## src/hdl/acc_pkg.sv

```systemverilog
// Shared constants and state types of the converter control block.
package acc_pkg;
    localparam logic [7:0] ACC_SC1  = 8'h00;
    localparam logic [7:0] ACC_SC2  = 8'h04;
    localparam logic [7:0] ACC_CFG  = 8'h08;
    localparam logic [7:0] ACC_RESH = 8'h0C;
    localparam logic [7:0] ACC_RESL = 8'h10;
    localparam logic [7:0] ACC_CMPV = 8'h14;
    localparam logic [7:0] ACC_PIN  = 8'h18;

    localparam int SC1_CONVERSION_COMPLETE_FLAG  = 7;
    localparam int SC1_IRQEN = 6;
    localparam int SC1_CONT  = 5;
    localparam int SC2_BUSY  = 7;
    localparam int SC2_HWEN  = 6;
    localparam int SC2_CMPEN = 5;
    localparam int SC2_CMPGT = 4;
    localparam int CFG_DIV   = 5;
    localparam int CFG_MODE  = 2;
    localparam int CFG_CLK   = 0;
    localparam int CH_W      = 5;
    localparam int CMP_W     = 10;
    localparam int SAR_W     = 11;

    localparam logic [4:0]  CH_OFF      = 5'h1F;
    localparam logic [4:0]  CH_RESET    = 5'h1F;
    localparam logic [7:0]  PIN_RESET   = 8'h00;
    localparam logic [1:0]  CLK_BUS     = 2'h0;
    localparam logic [1:0]  CLK_BUS2    = 2'h1;
    localparam logic [1:0]  CLK_ALT     = 2'h2;
    localparam logic [1:0]  CLK_ASYNC   = 2'h3;
    localparam logic [1:0]  MODE_10     = 2'h2;
    localparam logic [1:0]  RESP_OKAY   = 2'h0;
    localparam logic [1:0]  RESP_SLVERR = 2'h2;
    localparam logic [3:0]  SAR_TOP     = 4'hA;
    localparam logic [3:0]  SAR_STOP10  = 4'h0;
    localparam logic [3:0]  SAR_STOP8   = 4'h2;
    localparam logic [10:0] SAR_FIRST   = 11'h400;
    localparam logic [7:0]  ASYNC_DIV_DEF = 8'h04;

    typedef enum logic {ACC_IDLE, ACC_CONV} acc_state_t;

    typedef struct packed {
        logic [10:0] code;
        logic [3:0]  idx;
        logic        busy;
        logic        done;
    } acc_sar_t;

    typedef struct packed {
        logic        aw_got;
        logic        w_got;
        logic [7:0]  waddr;
        logic [31:0] wdata;
        logic [3:0]  wstrb;
        logic        bvalid;
        logic [1:0]  bresp;
        logic        rvalid;
        logic [31:0] rdata;
        logic [1:0]  rresp;
        logic [4:0]  channel;
        logic        irq_en;
        logic        cont_en;
        logic        conversion_complete_flag;
        logic        irq_flag;
        logic        hw_en;
        logic        cmp_en;
        logic        cmp_gt;
        logic [1:0]  div_sel;
        logic [1:0]  mode;
        logic [1:0]  clk_sel;
        logic [9:0]  cmp_val;
        logic [1:0]  res_h;
        logic [7:0]  res_l;
        logic [7:0]  pin_dis;
        logic        hi_read;
        acc_state_t  state;
        logic        half;
        logic [2:0]  div_cnt;
        logic [7:0]  async_cnt;
        logic [1:0]  trig_sync;
        logic        trig_prev;
        logic [1:0]  alt_sync;
        logic        alt_prev;
        logic [7:0]  pin_s1;
        logic [7:0]  pin_s2;
    } acc_regs_t;
endpackage

```

## src/hdl/acc_conversion_control.sv

```systemverilog
// Converter control: register slave, clock select and divide, triggers, result transfer, pin disable.
// Operation
// - Upper pin disable bits govern channels 16-23.
// - Converter disabled in reset or channel all ones.
// - Idle at lowest power after finished conversion.
// - Sequence yields 11-bit or 9-bit raw code.
// - Round to ten or eight bits, place results.
// - Flag sets after transfer; interrupt per enable.
// - Compare enable bit turns on result comparison.
// - Four clock sources; bus clock after reset.
// - Source field codes bus, half, alternate, async.
// - Divide selected source by 1, 2, 4, 8.
// - Divider field codes 1, 2, 4, 8.
// - Async clock keeps running in wait, stop3.
// - Disabled pin: output hi-Z, pullup off.
// - Disabled pin: input off, reads zero.
// - Enabled hardware trigger rising edge starts conversion.
// - Trigger edge during conversion is ignored.
// - Continuous mode honours only the launching edge.
// - Mode field picks 10-bit or 8-bit.
// - Mode 00 eight bit, 10 ten bit.
// - Control write starts conversion unless channel off or hardware trigger enabled.
// - Continuous mode restarts after each transfer.
// - Half-read pair blocks transfer; flag stays clear.
// - After block, restart unless single failing compare.
`timescale 1ns/1ns
module acc_conversion_control
    import acc_pkg::*;
#(
    parameter logic [7:0] ASYNC_DIV = ASYNC_DIV_DEF
) (
    input  wire logic        clk,
    input  wire logic        rst,
    input  wire logic        s_axi_awvalid,
    output logic             s_axi_awready,
    input  wire logic [7:0]  s_axi_awaddr,
    input  wire logic        s_axi_wvalid,
    output logic             s_axi_wready,
    input  wire logic [31:0] s_axi_wdata,
    input  wire logic [3:0]  s_axi_wstrb,
    output logic             s_axi_bvalid,
    input  wire logic        s_axi_bready,
    output logic [1:0]       s_axi_bresp,
    input  wire logic        s_axi_arvalid,
    output logic             s_axi_arready,
    input  wire logic [7:0]  s_axi_araddr,
    output logic             s_axi_rvalid,
    input  wire logic        s_axi_rready,
    output logic [31:0]      s_axi_rdata,
    output logic [1:0]       s_axi_rresp,
    input  wire logic        comparator_out,
    output logic [10:0]      sar_dac_code,
    output logic [4:0]       channel_select,
    output logic             converter_enable,
    output logic             async_clock_enable,
    input  wire logic        alternate_clock,
    input  wire logic        hw_trigger_input,
    input  wire logic        stop_mode,
    output logic             conversion_irq,
    input  wire logic [7:0]  gpio_out_en,
    input  wire logic [7:0]  gpio_pullup,
    input  wire logic [7:0]  pad_in,
    output logic [7:0]       pad_oe_n,
    output logic [7:0]       pad_pullup_en,
    output logic [7:0]       pad_input_en,
    output logic [7:0]       gpio_read
);
    acc_regs_t   s;
    acc_regs_t   next_s;
    logic        do_write;
    logic        do_read;
    logic [7:0]  rd_addr;
    logic        wr_sc1;
    logic        ctrl_wr;
    logic        ten_bit;
    logic        hw_edge;
    logic        alt_edge;
    logic        async_run;
    logic        async_tick;
    logic        stop_abort;
    logic        src_tick;
    logic [2:0]  div_mask;
    logic        ck_en;
    logic        abort;
    logic        sw_start;
    logic        hw_start;
    logic        eng_start;
    logic        eng_done;
    logic [10:0] raw;
    logic [9:0]  rnd10;
    logic [7:0]  rnd8;
    logic [9:0]  result;
    logic [9:0]  cmp_ref;
    logic [9:0]  stored;
    logic        cond;
    logic        blocked;
    logic        transfer;
    logic        restart;
    logic [31:0] rword;

    assign do_write = s.aw_got && s.w_got && !s.bvalid;
    assign do_read  = s_axi_arvalid && !s.rvalid;
    assign rd_addr  = {s_axi_araddr[7:2], 2'b00};
    assign wr_sc1   = do_write && s.waddr == ACC_SC1 && s.wstrb[0];
    // A change of mode or compare value makes the running conversion meaningless.
    assign ctrl_wr  = do_write && (s.waddr == ACC_SC2 || s.waddr == ACC_CFG || s.waddr == ACC_CMPV);
    assign ten_bit  = s.mode == MODE_10;
    assign hw_edge  = s.trig_sync[1] && !s.trig_prev;
    assign alt_edge = s.alt_sync[1] && !s.alt_prev;

    // The internal clock runs only while converting, and ignores stop mode.
    assign async_run  = s.clk_sel == CLK_ASYNC && s.state == ACC_CONV;
    assign async_tick = async_run && s.async_cnt == ASYNC_DIV - 8'h01;
    assign stop_abort = stop_mode && s.clk_sel != CLK_ASYNC;

    always_comb begin
        case (s.clk_sel)
            CLK_BUS:   src_tick = 1'b1;
            CLK_BUS2:  src_tick = s.half;
            CLK_ALT:   src_tick = alt_edge;
            CLK_ASYNC: src_tick = async_tick;
            default:   src_tick = 1'b0;
        endcase
    end

    assign div_mask = 3'((4'h1 << s.div_sel) - 4'h1);
    assign ck_en    = src_tick && !stop_abort && (s.div_cnt & div_mask) == div_mask;

    assign abort    = wr_sc1 || ctrl_wr || stop_abort || s.channel == CH_OFF;
    assign sw_start = wr_sc1 && s.wdata[CH_W-1:0] != CH_OFF && !s.hw_en;
    // Edges while a conversion or a continuous run is under way are dropped.
    assign hw_start = hw_edge && s.hw_en && s.state == ACC_IDLE && s.channel != CH_OFF;

    acc_sar_engine u_sar (
        .clk            (clk),
        .rst            (rst),
        .start          (eng_start),
        .abort          (abort),
        .step           (ck_en),
        .ten_bit        (ten_bit),
        .comparator_out (comparator_out),
        .dac_code       (sar_dac_code),
        .done           (eng_done),
        .raw            (raw)
    );

    // Rounding saturates so a full-scale code does not wrap to zero.
    assign rnd10   = (&raw[10:1]) ? raw[10:1] : raw[10:1] + {9'h000, raw[0]};
    assign rnd8    = (&raw[10:3]) ? raw[10:3] : raw[10:3] + {7'h00, raw[2]};
    assign result  = ten_bit ? rnd10 : {2'b00, rnd8};
    assign cmp_ref = ten_bit ? s.cmp_val : {2'b00, s.cmp_val[7:0]};
    assign cond    = !s.cmp_en || (s.cmp_gt ? result >= cmp_ref : result < cmp_ref);
    assign stored  = s.cmp_en ? result - cmp_ref : result;
    assign blocked = ten_bit && s.hi_read;
    assign transfer = eng_done && !abort && cond && !blocked;
    assign restart  = s.cont_en || (blocked && cond);
    assign eng_start = sw_start || hw_start || (eng_done && !abort && restart);

    always_comb begin
        rword = '0;
        case (rd_addr)
            ACC_SC1: begin
                rword[SC1_CONVERSION_COMPLETE_FLAG]   = s.conversion_complete_flag;
                rword[SC1_IRQEN]  = s.irq_en;
                rword[SC1_CONT]   = s.cont_en;
                rword[CH_W-1:0]   = s.channel;
            end
            ACC_SC2: begin
                rword[SC2_BUSY]   = s.state == ACC_CONV;
                rword[SC2_HWEN]   = s.hw_en;
                rword[SC2_CMPEN]  = s.cmp_en;
                rword[SC2_CMPGT]  = s.cmp_gt;
            end
            ACC_CFG: begin
                rword[CFG_DIV+:2]  = s.div_sel;
                rword[CFG_MODE+:2] = s.mode;
                rword[CFG_CLK+:2]  = s.clk_sel;
            end
            ACC_RESH: rword[1:0]       = s.res_h;
            ACC_RESL: rword[7:0]       = s.res_l;
            ACC_CMPV: rword[CMP_W-1:0] = s.cmp_val;
            ACC_PIN:  rword[7:0]       = s.pin_dis;
            default:  rword = '0;
        endcase
    end

    always_comb begin
        next_s = s;
        next_s.trig_sync = {s.trig_sync[0], hw_trigger_input};
        next_s.trig_prev = s.trig_sync[1];
        next_s.alt_sync  = {s.alt_sync[0], alternate_clock};
        next_s.alt_prev  = s.alt_sync[1];
        next_s.pin_s1    = pad_in;
        next_s.pin_s2    = s.pin_s1;
        next_s.half      = !s.half;
        if (src_tick) begin
            next_s.div_cnt = s.div_cnt + 3'h1;
        end
        next_s.async_cnt = (!async_run || async_tick) ? 8'h00 : s.async_cnt + 8'h01;

        if (s_axi_awvalid && !s.aw_got && !s.bvalid) begin
            next_s.aw_got = 1'b1;
            next_s.waddr  = {s_axi_awaddr[7:2], 2'b00};
        end
        if (s_axi_wvalid && !s.w_got && !s.bvalid) begin
            next_s.w_got = 1'b1;
            next_s.wdata = s_axi_wdata;
            next_s.wstrb = s_axi_wstrb;
        end
        if (s.bvalid && s_axi_bready) begin
            next_s.bvalid = 1'b0;
        end
        if (do_write) begin
            next_s.aw_got = 1'b0;
            next_s.w_got  = 1'b0;
            next_s.bvalid = 1'b1;
            next_s.bresp  = RESP_OKAY;
            case (s.waddr)
                ACC_SC1: if (s.wstrb[0]) begin
                    next_s.channel = s.wdata[CH_W-1:0];
                    next_s.irq_en  = s.wdata[SC1_IRQEN];
                    next_s.cont_en = s.wdata[SC1_CONT];
                    next_s.conversion_complete_flag    = 1'b0;
                end
                ACC_SC2: if (s.wstrb[0]) begin
                    next_s.hw_en  = s.wdata[SC2_HWEN];
                    next_s.cmp_en = s.wdata[SC2_CMPEN];
                    next_s.cmp_gt = s.wdata[SC2_CMPGT];
                end
                ACC_CFG: if (s.wstrb[0]) begin
                    next_s.div_sel = s.wdata[CFG_DIV+:2];
                    next_s.mode    = s.wdata[CFG_MODE+:2];
                    next_s.clk_sel = s.wdata[CFG_CLK+:2];
                end
                ACC_CMPV: begin
                    if (s.wstrb[0]) begin
                        next_s.cmp_val[7:0] = s.wdata[7:0];
                    end
                    if (s.wstrb[1]) begin
                        next_s.cmp_val[CMP_W-1:8] = s.wdata[CMP_W-1:8];
                    end
                end
                ACC_PIN: if (s.wstrb[0]) begin
                    next_s.pin_dis = s.wdata[7:0];
                end
                ACC_RESH, ACC_RESL: next_s.bresp = RESP_OKAY;
                default: next_s.bresp = RESP_SLVERR;
            endcase
        end

        if (s.rvalid && s_axi_rready) begin
            next_s.rvalid = 1'b0;
        end
        if (do_read) begin
            next_s.rvalid = 1'b1;
            next_s.rdata  = rword;
            next_s.rresp  = (rd_addr <= ACC_PIN) ? RESP_OKAY : RESP_SLVERR;
            // Reading the upper half of a 10-bit pair arms the transfer block until the lower half is read.
            if (rd_addr == ACC_RESH && ten_bit) begin
                next_s.hi_read = 1'b1;
            end
            if (rd_addr == ACC_RESL) begin
                next_s.hi_read = 1'b0;
                next_s.conversion_complete_flag    = 1'b0;
            end
        end

        // A completion in the same cycle as a lower-half read still leaves the flag set.
        if (transfer) begin
            next_s.res_h    = ten_bit ? stored[9:8] : 2'b00;
            next_s.res_l    = stored[7:0];
            next_s.conversion_complete_flag     = 1'b1;
            next_s.irq_flag = s.irq_en;
        end

        if (eng_start) begin
            next_s.state = ACC_CONV;
        end else if (abort || (eng_done && !restart)) begin
            next_s.state = ACC_IDLE;
        end
    end

    always_ff @(posedge clk or posedge rst) begin
        if (rst) begin
            s <= '0;
            s.channel <= CH_RESET;
            s.clk_sel <= CLK_BUS;
            s.pin_dis <= PIN_RESET;
            s.state   <= ACC_IDLE;
        end else begin
            s <= next_s;
        end
    end

    assign s_axi_awready      = !s.aw_got && !s.bvalid;
    assign s_axi_wready       = !s.w_got && !s.bvalid;
    assign s_axi_bvalid       = s.bvalid;
    assign s_axi_bresp        = s.bresp;
    assign s_axi_arready      = !s.rvalid;
    assign s_axi_rvalid       = s.rvalid;
    assign s_axi_rdata        = s.rdata;
    assign s_axi_rresp        = s.rresp;
    assign channel_select     = s.channel;
    assign converter_enable   = s.state == ACC_CONV;
    assign async_clock_enable = async_run;
    assign conversion_irq     = s.conversion_complete_flag && s.irq_flag;

    for (genvar gi = 0; gi < 8; gi++) begin : g_pin
        assign pad_oe_n[gi]      = !(gpio_out_en[gi] && !s.pin_dis[gi]);
        assign pad_pullup_en[gi] = gpio_pullup[gi] && !s.pin_dis[gi];
        assign pad_input_en[gi]  = !s.pin_dis[gi];
        assign gpio_read[gi]     = s.pin_s2[gi] && !s.pin_dis[gi];
    end
endmodule // acc_conversion_control

```

## src/hdl/acc_sar_engine.sv

```systemverilog
// Successive approximation sequencer, one trial bit per converter clock.
`timescale 1ns/1ns
module acc_sar_engine
    import acc_pkg::*;
(
    input  wire logic        clk,
    input  wire logic        rst,
    input  wire logic        start,
    input  wire logic        abort,
    input  wire logic        step,
    input  wire logic        ten_bit,
    input  wire logic        comparator_out,
    output logic [10:0]      dac_code,
    output logic             done,
    output logic [10:0]      raw
);
    acc_sar_t s;
    acc_sar_t next_s;

    always_comb begin
        next_s = s;
        next_s.done = 1'b0;
        if (start) begin
            next_s.busy = 1'b1;
            next_s.code = SAR_FIRST;
            next_s.idx  = SAR_TOP;
        end else if (abort) begin
            next_s.busy = 1'b0;
        end else if (s.busy && step) begin
            if (!comparator_out) begin
                next_s.code[s.idx] = 1'b0;
            end
            // Eight-bit mode stops two trials early, leaving a 9-bit code in the top bits.
            if (s.idx == (ten_bit ? SAR_STOP10 : SAR_STOP8)) begin
                next_s.busy = 1'b0;
                next_s.done = 1'b1;
            end else begin
                next_s.idx = s.idx - 4'h1;
                next_s.code[s.idx - 4'h1] = 1'b1;
            end
        end
    end

    always_ff @(posedge clk or posedge rst) begin
        if (rst) begin
            s <= '0;
        end else begin
            s <= next_s;
        end
    end

    assign dac_code = s.code;
    assign done     = s.done;
    assign raw      = s.code;
endmodule // acc_sar_engine

```

## config.mk

```make
export PLATFORM = sky130hd
export DESIGN_NAME = acc_conversion_control
export DESIGN_NICKNAME = d
export VERILOG_FILES = /design/src/hdl/acc_pkg.sv /design/src/hdl/acc_conversion_control.sv /design/src/hdl/acc_sar_engine.sv
export SDC_FILE = /design/constraint.sdc
export NUM_CORES = 1
export LEC_CHECK = 0
export BUFFER_PORTS_ARGS = -buffer_cell sky130_fd_sc_hd__buf_2
export CORE_MARGIN = 10
export CORE_UTILIZATION = 49
export DETAILED_ROUTE_END_ITERATION = 10
export PLACE_DENSITY = 0.81
export SETUP_SLACK_MARGIN = 0.4
export SLEW_MARGIN = 20
export SYNTH_ARGS = -nofsm -noshare
export SYNTH_HDL_FRONTEND = slang
export SYNTH_SLANG_ARGS = --single-unit
```

## constraint.sdc

```tcl
create_clock -name clk -period 4.6 [get_ports clk]
set_clock_uncertainty 0.2 [all_clocks]
set_input_delay 0.92 -clock clk [delete_from_list [all_inputs] [get_ports clk]]
set_output_delay 0.92 -clock clk [all_outputs]
set_load 0.01 [all_outputs]
```

; ---- Word-level counts from Yosys, hierarchy flattened
; Cells that the tools add are included.
[classes]
n_addsub = 7
n_lt_le_gt_ge = 7
n_eq_ne = 25
shifts = 1
mux = 51
bitwise = 5
reduce_logical = 128
[op_table]
columns = op, count
row1 = logical AND 1 bit, 62
row2 = two-way mux 11 bit, 4
row3 = two-way mux 10 bit, 4
row4 = "equality test 6 x 3 -> 1 bit, second input constant", 6
row5 = two-way mux 35 bit, 1
row6 = logical NOT 1 bit, 30
row7 = two-way mux 15 bit, 2
row8 = "equality test 6 x 2 -> 1 bit, second input constant", 4
row9 = one-hot mux 2 bit (6 select lines), 2
row10 = AND reduction 3 bit, 7
row11 = two-way mux 1 bit, 19
row12 = two-way mux 17 bit, 1
row13 = logical NOT 8 bit, 2
row14 = two-way mux 16 bit, 1
row15 = two-way mux 2 bit, 8
row16 = two-way mux 8 bit, 2
row17 = nonzero test 2 bit, 7
row18 = "equality test 6 x 1 -> 1 bit, second input constant", 2
row19 = AND 11 bit, 1
row20 = logical OR 1 bit, 11
row21 = NOT 11 bit, 1
row22 = OR 11 bit, 1
row23 = adder 10 x 1 -> 10 bit, 1
row24 = greater-or-equal comparator 10 bit, 1
row25 = other kinds (33), 44
[word_totals]
regBits = 135
inputBits = 87

; ---- Logic depth before layout (Yosys ltp)
; Gate-level depths: netlist (run 1).
[logic_depth]
depth_word = 17
mapped_depth = 15
mapped_depth_nobuf = 13

; ---- By module
; Synthesis (run 1) repeated with hierarchy kept, for this count alone.
[unflattened]
cells_unflattened = 731
hier_area_um2 = 7511.0
[by_module_without_submodules]
columns = mod, n_inst, cells_each, area_per_inst_um2, seq_area_each_um2
row1 = acc_conversion_control, 1, 608, 6349.8, 2909.0
row2 = acc_sar_engine, 1, 123, 1161.1, 425.4

; ---- Worst setup path before layout (run 1)
; OpenSTA, ideal clock, no wires.
[synth_path]
kind = register to register
from = register u_sar.s (netlist bit u_sar.dac_code[3])
to = register u_sar.s[5] (netlist bit)
setup_ns = 0.131
arrival_ns = 3.379
slack_ns = 0.890
stages_incl_launch_ff = 13
path_buffers = 1
cell_sequence = dfrtp_1 -> clkbuf_1 -> and4_1 -> nand4_1 -> a311o_1 -> o21ai_0 -> ha_1 -> and3_1 -> a221oi_2 -> o211ai_2 -> mux2i_4 -> a211o_1 -> or3_1
[synth_via]
elab_chain_len = 12
[synth_rtl]
columns = element, line_no
row1 = from (decl), acc_sar_engine.sv:17  ; acc_sar_t s;
row2 = from (signal assigned), acc_sar_engine.sv:48  ; s <= next_s;
row3 = adder 10 x 1 -> 10 bit (tied with other cells), acc_conversion_control.sv:148  ; assign rnd10 = (&raw[10:1]) ? raw[10:1] : raw[10:1] + {9'h000, raw[0]};
row4 = two-way mux 10 bit / two-way mux 8 bit (equally long branches), "acc_conversion_control.sv:148, acc_conversion_control.sv:149"
row5 = two-way mux 10 bit *, acc_conversion_control.sv:150  ; assign result = ten_bit ? rnd10 : {2'b00, rnd8};
row6 = less-than comparator 10 bit / greater-or-equal comparator 10 bit (equally long branches), acc_conversion_control.sv:152  ; assign cond = !s.cmp_en || (s.cmp_gt ? result >= cmp_ref : result < cmp_ref);
row7 = two-way mux 1 bit *, acc_conversion_control.sv:152
row8 = logical OR 1 bit *, acc_conversion_control.sv:152
row9 = logical AND 1 bit *, acc_conversion_control.sv:156  ; assign restart = s.cont_en || (blocked && cond);
row10 = logical OR 1 bit *, acc_conversion_control.sv:156
row11 = logical AND 1 bit *, acc_conversion_control.sv:157  ; assign eng_start = sw_start || hw_start || (eng_done && !abort && restart);
row12 = logical OR 1 bit *, acc_conversion_control.sv:157
row13 = != test 2 bit (no line) (tied with other cells), -
row14 = AND reduction 3 bit (no line), -
; Mark *: on every way between the ends. The rest lies on a longest branch, timed or not.
; A chain may end at the register's enable or synchronous reset.

; ---- Worst setup path after layout (run 1)
; Same ends and word-level chain as after synthesis.

==> results of run 1 <==
cell families after synthesis:
family	count (synthesis)	synth area share [%]
and+or+nand+nor	220	16.4
AOI/OAI and AO/OA	136	12.1
DFF	133	45.2
buffers and inverters	111	8.58
muxes	74	11.3
adders and majority gates	22	3.83
xor gates and xnor gates	21	2.49
other	1	0.0508
placed cells by master, fill, tap and decap left out, drive strengths merged, types with 23 or more instances in the layout:
cell,synthesis,final
a21oi,36,36
buf,59,143
conb,1,24
dfrtp,128,128
inv,32,34
mux2,63,63
nand2,47,47
nor2,38,38
nor2b,23,23
o21ai,32,32
power by group through the flow:
stage	logic (W)	clock network, W	registers [W]
final	0.00171	0.00140	0.00183
after global routing	0.00189	0.00148	0.00186
after CTS	0.00167	0.00142	0.00182
after detailed placement	0.00165	0	0.00183
after global placement	0.00161	0	0.00181
after floorplan	0.00133	0	0.00168
layout make-up:
type,instances,area [um2],area share [%]
repair buffers,143,783,9.10
inverters,32,124,1.44
well taps,184,230,2.67
flip-flops and latches,133,3340,38.7
multi-input cells,497,3520,40.9
clock buffers,19,443,5.14
clock inverters,13,173,2.01
metrics by stage:
stage / hold WS, ps / total power [W] / setup WS [ps] / cells
2_1_floorplan: 131 / 0.00301 / 890 / 741
3_3_place_gp: 131 / 0.00341 / 381 / 986
3_5_place_dp: 135 / 0.00348 / 362 / 986
4_1_cts: 145 / 0.00491 / 421 / 1018
5_1_grt: 149 / 0.00523 / 359 / 1021
6_report: 144 / 0.00494 / 543 / 1021
state kept, by name, summed over array words and instances (netlist names):
name              cells
next_s               12
s_axi_rresp           1
channel_select        5
s                    84
s_axi_rvalid          1
u_sar.dac_code       11
u_sar.done            1
s_axi_bvalid          1
u_sar.s               5
converter_enable      1
s_axi_bresp           1
s_axi_rdata          10
worst max-delay path, cell delays in order, from the launching register on:
cell and delay [ps]:
dfrtp_2 440, buf_4 170, ha_1 230, and4_1 260
a311o_1 360, o21ai_0 140, ha_2 400, and3_1 210
a221oi_4 340, o211ai_2 150, mux2i_4 240, a211o_4 410
or3_1 380
metal layers:
metal	track usage, %	up-vias	share of wire (%)
met4	7.06	0	2.4
met5	0	-	0
met3	4.84	37	7.9
met2	30.4	254	49
li1	-	2708	-
met1	23.1	2870	41
how the worst max path moves through the flow:
stage                             startpoint                endpoint  slack [ps]
2_1_floorplan  u_sar.dac_code[3]$_DFFE_PP0P_  u_sar.s[5]$_DFFE_PP0P_         890
3_3_place_gp   u_sar.dac_code[5]$_DFFE_PP0P_  u_sar.s[5]$_DFFE_PP0P_         380
3_5_place_dp   u_sar.dac_code[5]$_DFFE_PP0P_  u_sar.s[5]$_DFFE_PP0P_         360
4_1_cts        u_sar.dac_code[5]$_DFFE_PP0P_  u_sar.s[5]$_DFFE_PP0P_         420
5_1_grt        u_sar.dac_code[3]$_DFFE_PP0P_  u_sar.s[5]$_DFFE_PP0P_         360
6_report       u_sar.dac_code[3]$_DFFE_PP0P_  u_sar.s[5]$_DFFE_PP0P_         540
synth_stat cells (all sizes together) (7+ instances only):
master / number
o21ai: 32
ha: 21
nor2: 38
buf: 59
dfrtp: 128
and3: 20
xor2: 11
a21oi: 36
nand3: 20
mux2: 63
nor2b: 23
nand4: 19
nand2b: 7
xnor2: 10
inv: 32
a31oi: 12
mux2i: 11
nand2: 47
clkbuf: 20
nor3: 10
repair_timing:
item                                    in CTS  in global routing
resized for setup                            1                  7
hold endpoints to repair                     0                  0
endpoints found under the setup margin       1                 21
buffers inserted                             0                  2
pin swaps                                    1                  1
==> impl_metrics.env, run 1 <==
export IMPL_outcome="complete, no violations"
export IMPL_timing_fmax_mhz=247
export IMPL_dp_hpwl_um=14100
export IMPL_drive_gt1_share_pct=31.7
export IMPL_min_path_type="reg2reg"
export IMPL_syn_avg_cell_area_um2=10.3
export IMPL_clk_path_buf_depth=2
export IMPL_cp_end_kind="flip-flop"
export IMPL_required_ps=4700
export IMPL_grt_pass1_vias=5848
export IMPL_startpoint_type="flip-flop"
export IMPL_cts_hold_buf=0
export IMPL_drtPass1Iterations=5
export IMPL_wl_um=19300
export IMPL_internal_power_w=0.00313
export IMPL_power_leakage_nw=4.10
export IMPL_min_period_ps=4060
export IMPL_crit_type="reg2reg"
export IMPL_synthArstFlopShare_pct=100
export IMPL_yosys_warnings=0
export IMPL_drcViolationCount=0
export IMPL_die_height_um=143
export IMPL_holdPathStages=0
export IMPL_worst_ep_arrival_time_ps=4160
export IMPL_slew_viol_final=0
export IMPL_cts_root_buffer="clkbuf_16"
export IMPL_detail_route_wl_per_cell_um=18.9
export IMPL_grt_util_all_layers_pct=18.6
export IMPL_rsz0062_at_grt="no"
export IMPL_min_from="next_s[0]$_DFF_PP0_"
export IMPL_fin_nets=933
export IMPL_htreeDepth=4
export IMPL_grt_pass1_wl_um=30300
export IMPL_placedInstanceArea_um2=7930
export IMPL_worstHoldEndpoint="s[0]$_DFF_PP0_"
export IMPL_vias=5869
export IMPL_synth_cells=718
export IMPL_switching_power_w=0.00181
export IMPL_synth_flop_cell="dfrtp_1"
export IMPL_synth_top_area_share_pct=43.4
export IMPL_fillCellCount=1226
export IMPL_row_count=44
export IMPL_coreArea_um2=14600
export IMPL_portBuffers=126
export IMPL_yosysUniqueCellTypes=68
export IMPL_syn_area_um2=7380
export IMPL_seqPwrFrac_pct=37.0
export IMPL_start_util_pct=50.4
export IMPL_synthTopCellsByArea="dfrtp_1 43%, mux2_2 9.6%, buf_4 5.3%"
export IMPL_die_area_um2=20400
export IMPL_power_frac_comb_pct=34.6
export IMPL_antenna_left=0
export IMPL_p_sw_share_pct=36.7
export IMPL_slew_headroom_pct=33.3
export IMPL_final_cell_area_um2=8610
export IMPL_yosysTopAreaCell="dfrtp_1"
export IMPL_hold_viol=0
export IMPL_synth_edff_count=0
export IMPL_ff2ff_path_depth=12
export IMPL_reg2reg_from="u_sar.dac_code[3]$_DFFE_PP0P_"
export IMPL_pwr_share_clk_pct=28.4
export IMPL_p_per_area_nw_per_um2=574
export IMPL_crit_fanout=12
export IMPL_worst_pin_slew_ps=993
export IMPL_utilization_pct=58.8
export IMPL_fin_crit_sh_pct=88.2
export IMPL_die_x_um=143
export IMPL_cts_tree="yes"
export IMPL_ioPinCount=179
export IMPL_drt_vias_per_instance=5.75
export IMPL_ys_seq_elements=133
export IMPL_antenna_found_initial=0
export IMPL_clk_pin_slew_ps=60
export IMPL_antennaDiodeCount=0
export IMPL_yosysSeqAreaShare_pct=45.2
export IMPL_cts_sinks=133
export IMPL_cts_made_buffers=17
export IMPL_rrSetupSlack_ps=540
export IMPL_syn_to_final_growth_pct=16.7
export IMPL_setup_violations=0
export IMPL_cap_violations=0
export IMPL_irDropWorstVdd_v=0.000334
export IMPL_routabilityCongestion=0.893
export IMPL_grt_ovfl_total=0
export IMPL_drt_iter0_markers=467
export IMPL_tns_ps=0
export IMPL_clk_latency_ps=420
export IMPL_reg2reg_to="u_sar.s[5]$_DFFE_PP0P_"
export IMPL_grt_max_degree=64
Note: power is estimated with default switching activity, not from simulation.
==> run 2, diff against run 1 <==
--- a/config.mk
+++ b/config.mk
@@ -14,4 +14,5 @@
 export SLEW_MARGIN = 20
 export SYNTH_ARGS = -nofsm -noshare
 export SYNTH_HDL_FRONTEND = slang
+export SYNTH_HIERARCHICAL = 1
 export SYNTH_SLANG_ARGS = --single-unit
==> run 2 against run 1 <==
Utilization fell by 2.1 points. Clock power hardly changed. Synthesized cell count up 1.8%. Setup slack gained 87 ps. Global-route usage decreased by 0.83 points. Register-to-register slack improved by 90 ps. Critical path depth up 4. Cell area fell by 0.60%. Die area rose by 1.6%. Largest cell class unchanged.
==> impl_metrics.env, run 2 <==
export IMPL_outcome="complete, no violations"
export IMPL_critPathLaunch="u_sar/dac_code[3]$_DFFE_PP0P_"
export IMPL_crit_fanout=7
export IMPL_irDropWorstVdd_v=0.000276
export IMPL_cts_made_buffers=17
export IMPL_holdPathStages=0
export IMPL_layout_cells_non_filler=1020
export IMPL_antenna_found_initial=0
export IMPL_slew_viol_final=0
export IMPL_ioPinCount=179
export IMPL_synthTopCellsByArea="dfrtp_1 43%, mux2_2 8.8%, buf_4 6.4%"
export IMPL_wl_met3_um=1280
export IMPL_antennaDiodeCount=0
export IMPL_cts_hold_buf=0
export IMPL_seqPwrFrac_pct=36.6
export IMPL_grt_max_degree=73
export IMPL_dp_hpwl_um=13500
export IMPL_wl_um=18200
export IMPL_timing_fmax_mhz=252
export IMPL_htreeDepth=4
export IMPL_grt_util_all_layers_pct=17.8
export IMPL_top_layer="met4"
export IMPL_switching_power_w=0.00180
export IMPL_vias=5699
export IMPL_antenna_left=0
export IMPL_grt_pass1_vias=5771
export IMPL_synthTopCellsByCount="128 x dfrtp_1, 64 x buf_4, 62 x nand2_1, 59 x mux2_2, 49 x nor2_1"
export IMPL_drtPass1Iterations=5
export IMPL_ys_seq_elements=133
export IMPL_worst_pin_slew_ps=860
export IMPL_yosys_warnings=6
export IMPL_reg2reg_from="u_sar/dac_code[3]$_DFFE_PP0P_"
export IMPL_cp_num_cells=16
export IMPL_required_ps=4740
export IMPL_internal_power_w=0.00313
export IMPL_crit_family="compound AO/OA/AOI/OAI gates"
export IMPL_power_frac_comb_pct=35.4
export IMPL_min_period_ps=3970
export IMPL_portBuffers=126
export IMPL_synth_compound_area_share_pct=11.2
export IMPL_crit_end="u_sar/dac_code[8]$_DFFE_PP0P_"
export IMPL_grt_pass1_wl_um=29300
export IMPL_dp_cells=987
export IMPL_clk_latency_ps=420
export IMPL_route_met2_wl_um=8830
export IMPL_routabilityCongestion=0.901
export IMPL_coreArea_um2=15100
export IMPL_slew_headroom_pct=42.6
export IMPL_start_util_pct=49.8
export IMPL_setup_violations=0
export IMPL_synth_top_area_share_pct=42.6
export IMPL_yosysSeqAreaShare_pct=44.4
export IMPL_rrSetupSlack_ps=630
export IMPL_drcViolationCount=0
export IMPL_die_x_um=144
export IMPL_cts_root_buffer="clkbuf_16"
export IMPL_synth_edff_count=0
export IMPL_synth_mux_area_fraction_pct=12.3
export IMPL_fin_crit_sh_pct=86.3
export IMPL_min_path_type="reg2reg"
export IMPL_yosysUniqueCellTypes=74
export IMPL_ff2ff_path_depth=16
export IMPL_startpoint_type="flip-flop"
export IMPL_power_leakage_nw=4.11
export IMPL_worst_hold_slack_ps=146
export IMPL_fin_nets=927
export IMPL_die_area_um2=20700
export IMPL_synthSimpleGateAreaFrac_pct=15.5
export IMPL_drt_met1_wl_um=7780
export IMPL_slowest_delay_ps=490
export IMPL_pwr_share_clk_pct=28.0
export IMPL_path_buf_inv=0
export IMPL_crit_type="reg2reg"
export IMPL_drive_gt1_share_pct=31.5
export IMPL_yosysTopAreaCell="dfrtp_1"
export IMPL_slowest_stage="dfrtp_1"
export IMPL_synth_flop_cell="dfrtp_1"
export IMPL_cts_tree="yes"
export IMPL_die_height_um=144
export IMPL_p_per_area_nw_per_um2=576
export IMPL_synth_cells=731
export IMPL_drt_iter0_markers=401
export IMPL_largest_reg_flops=84
export IMPL_dpl_worst_slack_ps=565
export IMPL_cp_end_kind="flip-flop"
export IMPL_syn_avg_cell_area_um2=10.3
export IMPL_worst_ep_arrival_time_ps=4110
export IMPL_synthArstFlopShare_pct=100
export IMPL_p_sw_share_pct=36.5
export IMPL_hold_viol=0
export IMPL_synthAdderAreaFrac_pct=3.60
export IMPL_syn_area_um2=7510
export IMPL_final_cell_mix="126 x buf_2, 125 x dfrtp_1, 61 x nand2_1, 59 x mux2_2, 49 x nor2_1"
export IMPL_rsz0062_at_grt="no"
export IMPL_grt_ovfl_total=0
export IMPL_drt_vias_per_instance=5.59
export IMPL_tns_ps=0
export IMPL_clk_path_buf_depth=2
export IMPL_regMostFlops="s"
export IMPL_finalWorstSetupSlack_ps=630
export IMPL_cts_sinks=133
export IMPL_reg2reg_to="u_sar/dac_code[8]$_DFFE_PP0P_"
export IMPL_clk_pin_slew_ps=60
export IMPL_crit_chain="ha_1 > nand3_1 > nor2_1 > xor2_1 > o21ai_0 > a22oi_2 > ha_1 > nand2_1 > nor2_1 > a21o_1 > a211o_1 > o311ai_1 > o211ai_1 > nand2b_2 > nor2_4 > a32o_1"
export IMPL_cap_violations=0
export IMPL_synth_xor_area_share_pct=3.15
export IMPL_synth_top_family_by_area="simple AND/OR/NAND/NOR gates"
export IMPL_synth_most_common_cell="dfrtp_1"
export IMPL_row_count=45
export IMPL_final_common_cell="buf_2"
export IMPL_syn_to_final_growth_pct=14.0
export IMPL_detail_route_wl_per_cell_um=17.8
==> run 2: final cells by class <==
type	count	area, um2
fillers	1256	6530
multi-input cells	495	3550
flip-flops and latches	133	3340
repair buffers	134	691
clock buffers	24	472
well taps	188	235
inverters	38	145
clock inverters	8	128
==> run 2: cells by family after synthesis <==
group / after synthesis
AOI/OAI and AO/OA: 122
xor gates and xnor gates: 27
adders and majority gates: 21
buffers and inverters: 127
DFF: 133
muxes: 81
other: 1
and+or+nand+nor: 219
==> run 2: power by group through the flow <==
stage / logic, W / clock network, W / registers [W]
after CTS: 0.00173 / 0.00139 / 0.00180
after global placement: 0.00166 / 0 / 0.00180
final: 0.00175 / 0.00138 / 0.00181
after floorplan: 0.00148 / 0 / 0.00162
after detailed placement: 0.00171 / 0 / 0.00181
after global routing: 0.00193 / 0.00145 / 0.00185
==> run 2: layer usage <==
metal / up-vias / global-route usage [%]
met3: 28 / 5.05
met1: 2819 / 21.8
met4: 0 / 6.50
met5: - / 0
li1: 2652 / -
met2: 200 / 29.1
==> run 2: repair_timing <==
action | 4_1_cts | 5_1_grt
endpoints found under the setup margin | 0 | 13
gates resized for setup | 0 | 9
buffers inserted | 0 | 0
endpoints found under the hold margin | 0 | 0
==> run 2: metrics by stage <==
stage | area, um2 | util (%) | power, W
2_1_floorplan | 7600 | - | 0.00310
3_3_place_gp | 7930 | 52.5 | 0.00346
3_5_place_dp | 7930 | 52.5 | 0.00352
4_1_cts | 8530 | 56.5 | 0.00492
5_1_grt | 8560 | 56.7 | 0.00522
6_report | 8560 | 56.7 | 0.00493
==> run 2: how the worst min path moves through the flow <==
stage                    startpoint                   end  slack [ps]
2_1_floorplan  next_s[18]$_DFF_PP0_  next_s[16]$_DFF_PP0_         130
3_3_place_gp   next_s[18]$_DFF_PP0_  next_s[16]$_DFF_PP0_         130
3_5_place_dp   next_s[18]$_DFF_PP0_  next_s[16]$_DFF_PP0_         130
4_1_cts        next_s[18]$_DFF_PP0_  next_s[16]$_DFF_PP0_         150
5_1_grt        next_s[18]$_DFF_PP0_  next_s[16]$_DFF_PP0_         150
6_report       next_s[18]$_DFF_PP0_  next_s[16]$_DFF_PP0_         150
